### config.mk
export PLATFORM = sky130hd
export DESIGN_NAME = tbl_loopback
export DESIGN_NICKNAME = d
export VERILOG_FILES = /design/src/hw/tbl_pkg.sv /design/src/hw/tbl_buf_if.sv /design/src/hw/tbl_buf_array.sv /design/src/hw/tbl_loopback.sv
export VERILOG_INCLUDE_DIRS = /design/src /design/src/hw
export SDC_FILE = /design/constraint.sdc
export NUM_CORES = 2
export LEC_CHECK = 0
export CAP_MARGIN = 30
export CORE_MARGIN = 3
export CORE_UTILIZATION = 30
export DETAILED_ROUTE_END_ITERATION = 16
export DONT_BUFFER_PORTS = 1
export PLACE_DENSITY = 0.52
export SLEW_MARGIN = 25
export SYNTH_ARGS = -nofsm -noshare
export SYNTH_HDL_FRONTEND = slang
export SYNTH_SLANG_ARGS = --single-unit
### constraint.sdc
create_clock -name clk -period 3.19 [get_ports clk]
set_input_delay 0.638 -clock clk [delete_from_list [all_inputs] [get_ports clk]]
set_output_delay 0.638 -clock clk [all_outputs]
set_load 0.01 [all_outputs]
### src/hw/tbl_cfg.svh
// Purpose: constants for the transaction buffer file with loopback
// Assumes: 32-bit words, 4-bit buffer index
// Notes: offsets are byte addresses on the plain register port
`ifndef TBL_CFG_SVH
`define TBL_CFG_SVH
`define TBL_IDX_IO_CA 4'h0
`define TBL_IDX_IO_DATA 4'h1
`define TBL_IDX_A_CA 4'h3
`define TBL_IDX_A_LW1 4'h4
`define TBL_IDX_B_CA 4'hB
`define TBL_IDX_B_LW1 4'hC
`define TBL_REG_CTRL 8'h00
`define TBL_REG_STAT 8'h04
`define TBL_REG_MASK 8'h08
`define TBL_REG_INDEX 8'h0C
`define TBL_REG_TX_DATA 8'h10
`define TBL_REG_RX_DATA 8'h14
`define TBL_REG_SET_FAIL 8'h18
`define TBL_CTRL_SET_B 3
`define TBL_CTRL_FAIL_A 4
`define TBL_CTRL_FAIL_B 5
`define TBL_CTRL_OCTA 6
`define TBL_CTRL_LOOP_EN 7
`define TBL_CTRL_FLIP29 8
`define TBL_CTRL_FLIP1 9
`define TBL_ST_ILL_ADDR 0
`define TBL_ST_LOOP_DONE 1
`define TBL_ST_FATAL 2
`define TBL_ST_W 3
`define TBL_CTRL_W 10
`define TBL_RX_SECTION 4
`endif

### src/hw/tbl_pkg.sv
// Purpose: shared types for the transaction buffer file
// Assumes: nothing beyond the cfg header
// Notes: states of the loopback sequencer
package tbl_pkg;
  typedef enum logic [1:0] {TBL_IDLE, TBL_DMA, TBL_RET} tbl_state_t;
  typedef logic [31:0] tbl_word_t;
endpackage

### src/hw/tbl_buf_if.sv
// Purpose: access path between the sequencer and the buffer array
// Assumes: single clock
// Notes: one write port, one read port
`timescale 1ns/1ps
interface tbl_buf_if;
  logic we;
  logic rx_sel;
  logic [3:0] widx;
  logic [31:0] wdata;
  logic [3:0] ridx;
  logic rsel_rx;
  logic [31:0] rdata;
  modport ctl (output we, rx_sel, widx, wdata, ridx, rsel_rx, input rdata);
  modport mem (input we, rx_sel, widx, wdata, ridx, rsel_rx, output rdata);
endinterface

### src/hw/tbl_buf_array.sv
// Purpose: seventeen buffer words, transmit and receive sections
// Assumes: unmapped indices write nothing and read zero
// Notes: combinational read, registered write
`timescale 1ns/1ps
`include "tbl_cfg.svh"
module tbl_buf_array import tbl_pkg::*; (
  // Clock and reset
  input wire logic clk,
  input wire logic rst_n,
  // Buffer access
  tbl_buf_if.mem bus
);
  tbl_word_t tx_ff [16];
  tbl_word_t rx_ff [8];

  // Only the documented slots exist; seventeen in all
  function automatic logic tx_valid(input logic [3:0] i);
    return i == `TBL_IDX_IO_DATA || (i >= `TBL_IDX_A_CA && i <= 4'h7) || i >= `TBL_IDX_B_CA; // RQ4
  endfunction
  function automatic logic rx_valid(input logic [3:0] i);
    return i == `TBL_IDX_IO_CA || i == `TBL_IDX_IO_DATA || (i >= `TBL_IDX_A_LW1 && i <= 4'h7); // RQ5
  endfunction

  always_ff @(posedge clk or negedge rst_n) begin
    if (!rst_n) begin
      for (int k = 0; k < 16; k++) tx_ff[k] <= 32'h0;
    end else if (bus.we && !bus.rx_sel && tx_valid(bus.widx)) begin
      tx_ff[bus.widx] <= bus.wdata; // RQ1
    end
  end

  always_ff @(posedge clk or negedge rst_n) begin
    if (!rst_n) begin
      for (int k = 0; k < 8; k++) rx_ff[k] <= 32'h0;
    end else if (bus.we && bus.rx_sel && rx_valid(bus.widx)) begin
      rx_ff[bus.widx[2:0]] <= bus.wdata; // RQ5
    end
  end

  always_comb begin
    bus.rdata = 32'h0;
    if (bus.rsel_rx) begin
      if (rx_valid(bus.ridx)) bus.rdata = rx_ff[bus.ridx[2:0]];
    end else if (tx_valid(bus.ridx)) begin
      bus.rdata = tx_ff[bus.ridx];
    end
  end
endmodule

### src/hw/tbl_loopback.sv
// Purpose: transaction buffer file with diagnostic loopback control
// Assumes: one clock; I/O requests come from the system bus side
// Notes: DMA set B takes over when set A is marked failed
// Behaviour
// RQ1: A buffer file of seventeen words is split into transmit and receive sections.
// RQ2: Two DMA sets A and B exist so a failed set is survivable; a failed I/O buffer is fatal.
// RQ3: DMA buffers are exercised in either loopback mode under the diagnostic control bits.
// RQ4: Transmit index 1 is I/O data, 3-7 set A, B-F set B command and data words.
// RQ5: Receive index 0 is I/O command, 1 I/O data, 4-7 set A data words.
// RQ6: Loopback enable turns off the drivers onto the internal adapter bus.
// RQ7: Loopback without the bit-29 flip raises an illegal address error.
// RQ8: The bit-29 flip turns I/O transactions into loopback DMA to memory.
// RQ9: The bit-1 flip, force-octaword and address bit 2 reach the wide data buffers.
// RQ10: The bit-1 flip only alters transmit data buffer accesses.
// RQ11: Returning DMA read words land in the receive buffers in arrival order.
// RQ12: The bit-1 flip leaves transmit command buffers alone.
// RQ13: Flip and address bit 2 both zero pick the first data word.
// RQ14: Force-octaword sends four words, masking all but the selected one.
// RQ15: In loopback one returned word answers the original I/O read.
// RQ16: Combinations 01, 10, 11 pick data words two, three and four.
// RQ17: Software sets the bit-29 flip in the same write as loopback enable.
//
// Implementation choices: the plain strobed port and the address map.
`timescale 1ns/1ps
`include "tbl_cfg.svh"
module tbl_loopback import tbl_pkg::*; (
  // Clock and reset
  input wire logic clk,
  input wire logic rst_n,
  // Register port
  input wire logic [7:0] reg_addr,
  input wire logic [31:0] reg_wdata,
  input wire logic reg_wr,
  input wire logic reg_rd,
  output logic [31:0] reg_rdata,
  // I/O request from the system bus
  input wire logic io_req,
  input wire logic io_write,
  input wire logic [31:0] io_addr,
  input wire logic [31:0] io_wdata,
  output logic io_done,
  output logic [31:0] io_rdata,
  // DMA toward system memory
  output logic dma_req,
  output logic dma_write,
  output logic dma_octa,
  output logic [31:0] dma_addr,
  output logic [3:0] dma_mask,
  output logic [127:0] dma_wdata,
  input wire logic dma_rvalid,
  input wire logic [31:0] dma_rword,
  input wire logic dma_done,
  // Internal adapter bus toward the downstream module
  output logic iab_oe,
  output logic [31:0] iab_out,
  output logic iab_valid,
  // Interrupt
  output logic irq
);
  tbl_buf_if bif();
  tbl_buf_array u_arr (
    .clk(clk),
    .rst_n(rst_n),
    .bus(bif)
  );

  logic [`TBL_CTRL_W-1:0] ctrl_ff;
  logic [`TBL_ST_W-1:0] stat_ff;
  logic [`TBL_ST_W-1:0] mask_ff;
  logic [4:0] index_ff;
  tbl_state_t state_ff;
  tbl_word_t io_addr_ff;
  logic [1:0] rx_cnt_ff;
  logic conv_evt;
  logic [31:0] reg_rdata_ff;
  logic [31:0] io_rdata_ff;
  logic io_done_ff;
  logic [127:0] dma_wdata_ff;
  logic [31:0] dma_addr_ff;
  logic [3:0] dma_mask_ff;
  logic dma_req_ff;
  logic dma_write_ff;
  logic dma_octa_ff;
  logic [31:0] iab_out_ff;
  logic iab_valid_ff;
  logic [1:0] lw_sel;
  logic use_b;
  logic loop_en;
  logic flip29;
  logic ill_evt;
  logic done_evt;
  logic [3:0] set_lw1;
  logic [3:0] set_ca;
  logic [`TBL_ST_W-1:0] set_bits;

  // Data word picked by the flip control and address bit 2
  function automatic logic [1:0] pick_lw(input logic flip, input logic a2);
    return {flip, a2}; // RQ13 RQ16
  endfunction

  assign loop_en = ctrl_ff[`TBL_CTRL_LOOP_EN];
  assign flip29 = ctrl_ff[`TBL_CTRL_FLIP29];
  assign use_b = ctrl_ff[`TBL_CTRL_SET_B] | ctrl_ff[`TBL_CTRL_FAIL_A]; // RQ2
  assign set_lw1 = use_b ? `TBL_IDX_B_LW1 : `TBL_IDX_A_LW1;
  assign set_ca = use_b ? `TBL_IDX_B_CA : `TBL_IDX_A_CA; // RQ12
  assign lw_sel = pick_lw(ctrl_ff[`TBL_CTRL_FLIP1], io_addr_ff[2]); // RQ9

  // Control register
  always_ff @(posedge clk or negedge rst_n) begin
    if (!rst_n) begin
      ctrl_ff <= '0;
    end else if (reg_wr && reg_addr == `TBL_REG_CTRL) begin
      ctrl_ff <= reg_wdata[`TBL_CTRL_W-1:0]; // RQ3
    end
  end

  always_ff @(posedge clk or negedge rst_n) begin
    if (!rst_n) begin
      mask_ff <= '0;
      index_ff <= '0;
    end else if (reg_wr) begin
      if (reg_addr == `TBL_REG_MASK) mask_ff <= reg_wdata[`TBL_ST_W-1:0];
      if (reg_addr == `TBL_REG_INDEX) index_ff <= reg_wdata[4:0];
    end
  end

  // Loopback without the flip still decodes as I/O space
  assign ill_evt = (state_ff == TBL_IDLE) && io_req && loop_en && !flip29; // RQ7
  assign done_evt = (state_ff == TBL_RET);
  // Flip alone is the full DMA loopback; bus drivers stay on then
  assign conv_evt = (state_ff == TBL_IDLE) && io_req && flip29; // RQ8
  assign set_bits = {3'(0)} | ({2'b00, ill_evt} | {1'b0, done_evt, 1'b0});

  // Sticky status; a set in the clearing cycle wins
  always_ff @(posedge clk or negedge rst_n) begin
    if (!rst_n) begin
      stat_ff <= '0;
    end else begin
      stat_ff <= (stat_ff & ~((reg_wr && reg_addr == `TBL_REG_STAT) ?
                  reg_wdata[`TBL_ST_W-1:0] : '0)) | set_bits;
      if (reg_wr && reg_addr == `TBL_REG_SET_FAIL && reg_wdata[0])
        stat_ff[`TBL_ST_FATAL] <= 1'b1; // RQ2
    end
  end
  assign irq = |(stat_ff & mask_ff);

  // Loopback sequencer
  always_ff @(posedge clk or negedge rst_n) begin
    if (!rst_n) begin
      state_ff <= TBL_IDLE;
      io_addr_ff <= 32'h0;
      rx_cnt_ff <= 2'd0;
    end else begin
      unique case (state_ff)
        TBL_IDLE: begin
          if (conv_evt) begin
            state_ff <= TBL_DMA; // RQ8
            io_addr_ff <= io_addr;
            rx_cnt_ff <= 2'd0;
          end
        end
        TBL_DMA: begin
          if (dma_rvalid) rx_cnt_ff <= rx_cnt_ff + 2'd1; // RQ11
          if (dma_done) state_ff <= TBL_RET;
        end
        TBL_RET: state_ff <= TBL_IDLE;
      endcase
    end
  end

  // DMA request built from the incoming I/O request
  always_ff @(posedge clk or negedge rst_n) begin
    if (!rst_n) begin
      dma_req_ff <= 1'b0;
      dma_write_ff <= 1'b0;
      dma_octa_ff <= 1'b0;
      dma_addr_ff <= 32'h0;
      dma_mask_ff <= 4'h0;
    end else begin
      dma_req_ff <= conv_evt;
      if (state_ff == TBL_IDLE && io_req) begin
        dma_write_ff <= io_write;
        dma_octa_ff <= ctrl_ff[`TBL_CTRL_OCTA]; // RQ14
        dma_addr_ff <= io_addr ^ 32'h2000_0000; // RQ8
        dma_mask_ff <= ctrl_ff[`TBL_CTRL_OCTA] ?
                       4'(1) << pick_lw(ctrl_ff[`TBL_CTRL_FLIP1], io_addr[2]) : 4'hF; // RQ14
      end
    end
  end

  // Write word copied to every slot; the mask picks what memory keeps
  always_ff @(posedge clk or negedge rst_n) begin
    if (!rst_n) begin
      dma_wdata_ff <= '0;
    end else if (state_ff == TBL_IDLE && io_req) begin
      dma_wdata_ff <= {4{io_wdata}};
    end
  end

  // One returned word answers the original read
  always_ff @(posedge clk or negedge rst_n) begin
    if (!rst_n) begin
      io_rdata_ff <= 32'h0;
    end else begin
      if (dma_rvalid && rx_cnt_ff == lw_sel) io_rdata_ff <= dma_rword; // RQ15
    end
  end

  always_ff @(posedge clk or negedge rst_n) begin
    if (!rst_n) begin
      io_done_ff <= 1'b0;
    end else begin
      io_done_ff <= done_evt || ill_evt ||
                    ((state_ff == TBL_IDLE) && io_req && !loop_en && !flip29);
    end
  end

  // Normal path forwards I/O onto the internal bus; drivers off in loopback
  always_ff @(posedge clk or negedge rst_n) begin
    if (!rst_n) begin
      iab_out_ff <= 32'h0;
      iab_valid_ff <= 1'b0;
    end else begin
      iab_valid_ff <= io_req && !loop_en && !flip29 && (state_ff == TBL_IDLE); // RQ6
      if (io_req && !loop_en) iab_out_ff <= {io_addr[31:29], 4'h0, io_addr[24:0]};
    end
  end
  assign iab_oe = !loop_en; // RQ6

  // Buffer write path: returning words in order, then looped I/O requests, else software
  always_comb begin
    bif.we = 1'b0;
    bif.rx_sel = 1'b0;
    bif.widx = 4'h0;
    bif.wdata = reg_wdata;
    if (state_ff == TBL_DMA && dma_rvalid) begin
      bif.we = 1'b1;
      bif.rx_sel = 1'b1;
      bif.widx = `TBL_IDX_A_LW1 + {2'b00, rx_cnt_ff}; // RQ11 RQ10
      bif.wdata = dma_rword;
    end else if (conv_evt) begin
      bif.we = 1'b1;
      bif.widx = io_write ? set_lw1 + {2'b00, pick_lw(ctrl_ff[`TBL_CTRL_FLIP1], io_addr[2])}
                          : set_ca; // RQ9 RQ10
      bif.wdata = io_write ? io_wdata : io_addr;
    end else if (reg_wr && reg_addr == `TBL_REG_TX_DATA) begin
      bif.we = 1'b1;
      bif.rx_sel = index_ff[`TBL_RX_SECTION];
      bif.widx = index_ff[3:0];
    end
  end

  always_comb begin
    bif.ridx = index_ff[3:0];
    bif.rsel_rx = index_ff[`TBL_RX_SECTION];
  end

  // Register read data, one cycle after the strobe
  always_ff @(posedge clk or negedge rst_n) begin
    if (!rst_n) begin
      reg_rdata_ff <= 32'h0;
    end else if (reg_rd) begin
      unique case (reg_addr)
        `TBL_REG_CTRL: reg_rdata_ff <= {22'h0, ctrl_ff};
        `TBL_REG_STAT: reg_rdata_ff <= {29'h0, stat_ff};
        `TBL_REG_MASK: reg_rdata_ff <= {29'h0, mask_ff};
        `TBL_REG_INDEX: reg_rdata_ff <= {27'h0, index_ff};
        `TBL_REG_TX_DATA, `TBL_REG_RX_DATA: reg_rdata_ff <= bif.rdata;
        default: reg_rdata_ff <= 32'h0;
      endcase
    end
  end

  assign reg_rdata = reg_rdata_ff;
  assign io_rdata = io_rdata_ff;
  assign io_done = io_done_ff;
  assign dma_req = dma_req_ff;
  assign dma_write = dma_write_ff;
  assign dma_octa = dma_octa_ff;
  assign dma_addr = dma_addr_ff;
  assign dma_mask = dma_mask_ff;
  assign dma_wdata = dma_wdata_ff;
  assign iab_out = iab_out_ff;
  assign iab_valid = iab_valid_ff;
endmodule

==> reports/qor.yml <==
maxSlewHeadroom_pct: 38.5
max_stage_delay_ps: 770
use_met1_pct: 22.4
synth.most_common_cell: "dfrtp_1"
clock_latency_ps: 680
grt_most_used_layer: "met2"
cp.arrival_ps: 3480
synthCells: 2897
die-area_sq_mm: 0.134
postCtsSetupBuffers: 0
synth_top_area_share_pct: 55.1
coreArea_sq_mm: 0.128
antenna_found_initial: 3
clock_skew_ps: 26.9
synth-seq-cells: 857
grt_pass1_wl_mm: 167
synth_edf_count: 0
synth_flop_cell: "dfrtp_1"
clk_pin_slew_worst_paths_ps: 60
rows: 131
path_buf_inv: 3
cp_max_fo: 32
cts-root-buf: "clkbuf_16"
finalSetupTns_ps: 0
port_buffers: 0
path_class: "register to register"
netlist_top_cells_area: "dfrtp_1 (55%), mux2_2 (15%), mux4_2 (7.8%)"
async_flop_share_pct: 100
place_hpwl_mm: 72.0
syn-cell-area_sq_mm: 0.0389
die_h_um: 366
post-route-min-period_ps: 2950
fin_hold_ws_ps: 74.1
vias: 22400
clock_sink_count: 857
dr.pass1.iters: 5
clock.fmax_mhz: 339
gp_congestion: 0.878
grtUsageMet3_pct: 3.32
cpLargestDelayFamily: "simple AND/OR/NAND/NOR gates"
ys_seq_area_share_pct: 55.1
cts_buffers: 92
tightest_slew_ps: 920
rsz0062_at_grt: "false"
powerDensity_mw_per_mm2: 711
drt-total-wl_mm: 111
required_ps: 3720
p_leak_nw: 20.1
grt_pass1_vias: 23500
drv_cap: 0
start_util_pct: 30.3
synth_top_area_cell: "dfrtp_1"
synthTopCellsByCount: "dfrtp_1 (857), mux2_2 (532), nand2_1 (284)"
grt_usage_pct: 16.4
post-place-ws_ps: 277
avgRoutedWirePerCell_um: 24.6
setup_ws_ps: 240
nNetsFinal: 2844
synth.avg_cell_area_sq_um: 13.4
endpoint_kind: "register"
htreeDepth: 3
synth_warnings: 0
chipWidth_um: 366
irDropWorstVdd_v: 0.000467
status: "finished, final reports clean"
grt_use_met2_pct: 26.5
ys_types: 68
hold_viol: 0
hold_class: "primary input to register"
ctsResizeCount: 0
ioPinCount: 411
crit_chain: "inv_1, ha_1, nand3_4, inv_2, nor2_1, nand2_1, or4_2, buf_12, mux2_4"
cts_tree: "done"
slew_violations: 0
drcViolationCount: 0
overflow: 0
cpMaxStageDelayCell: "or4_2"
routed_via_density: 4.98
fin_crit_sh_pct: 92.5
finalSetupViolCount: 0
setup.worst_path.start_class: "register"
synthToLayoutAreaGrowth_pct: 12.7
drive_gt1_share_pct: 36.4
cts_buffer_depth: 3
grt_max_degree: 164
drt-initial-drc-count: 1543
ant_nets: 0
## cell families (layout without fill, tap and decap cells)
family / after synthesis / in the layout / synth area share [%]
buffers and inverters: 435 / 304 / 5.46
DFF: 857 / 857 / 55.1
adders and majority gates: 4 / 4 / 0.129
muxes: 898 / 898 / 29.8
AOI/OAI and AO/OA: 224 / 224 / 3.90
and+or+nand+nor: 476 / 476 / 5.50
other: 1 / 9 / 0.00964
xor gates and xnor gates: 2 / 2 / 0.0451
## sequential cells by signal (all words and copies together), names as in the netlist, 3 cells and up
| register | count |
|---|---|
| stat_ff | 3 |
| io_rdata | 32 |
| dma_addr | 32 |
| u_arr.tx_ff | 474 |
| mask_ff | 3 |
| iab_out | 28 |
| u_arr.rx_ff | 192 |
| index_ff | 5 |
| dma_wdata | 32 |
| reg_rdata | 32 |
| dma_mask | 4 |
| ctrl_ff | 10 |
## area by class of cell
cell class | count | area [sq um]
inverter | 7 | 26.3
sequential | 857 | 21500
clock inverter | 38 | 503
timing repair buffer | 130 | 1570
antenna | 5 | 12.5
clock buffer | 129 | 2690
fill | 12500 | 84300
multi-input combinational | 1608 | 15400
tap | 1729 | 2160
## metal layers
layer  wire length, um  share of wire (%)  up-vias
met5                26              0.023        -
met4              2300                2.1        4
met3              6190                5.6      137
met2             52600                 47      573
met1             49800                 45    11900
li1                  -                  -     9748
## final timing paths
kind                                               from                      endpoint  slack, ps  cells past startpoint
max                             state_ff[0]$_DFFE_PN0P_  u_arr.rx_ff[202]$_DFFE_PN0P_        240                      9
min                                         io_addr[14]      dma_addr[14]$_DFFE_PN0N_         70                      2
max reg2reg                     state_ff[0]$_DFFE_PN0P_  u_arr.rx_ff[202]$_DFFE_PN0P_        240                      9
min reg2reg                u_arr.tx_ff[162]$_DFFE_PN0P_  u_arr.tx_ff[162]$_DFFE_PN0P_        370                      0
max in group asynchronous                         rst_n      io_rdata[12]$_DFFE_PN0P_        650                      3
min in group asynchronous                         rst_n  u_arr.tx_ff[429]$_DFFE_PN0P_        680                      3
## timing repair
action,4_1_cts,5_1_grt
setup endpoints to repair,0,0
hold buffers,8,1
hold endpoints to repair,159,1
## cell usage in the layout, fill, tap and decap left out, drive strengths merged, types with 8 or more instances in the layout
cell type  instances
nor2              98
mux2             637
a31oi             14
inv               11
nand3              8
clkinv            20
o21ai             51
clkbuf           129
nor2b             26
o22ai              8
nand4             13
buf              125
mux4             135
dfrtp            857
nand2            284
a21oi             65
a221o             22
bufinv             9
a221oi            30
mux2i            126
## report_power, final
group	switching, mW	internal (mW)	total, mW
sequential	2.00	12.5	14.5
clock	4.56	6.65	11.2
combinational	2.95	2.45	5.40
total	9.51	21.6	31.2
## metrics by stage
stage	util [%]	power, mW	cell area (sq um)	std cells
2_1_floorplan	-	18.6	38900	2900
3_3_place_gp	31.5	20.0	40400	4318
3_5_place_dp	31.6	20.1	40500	4322
4_1_cts	34.2	31.5	43800	4497
5_1_grt	34.2	32.7	43800	4500
6_report	34.2	31.2	43800	4503
No activity file was read; power rests on OpenSTA's default activity.
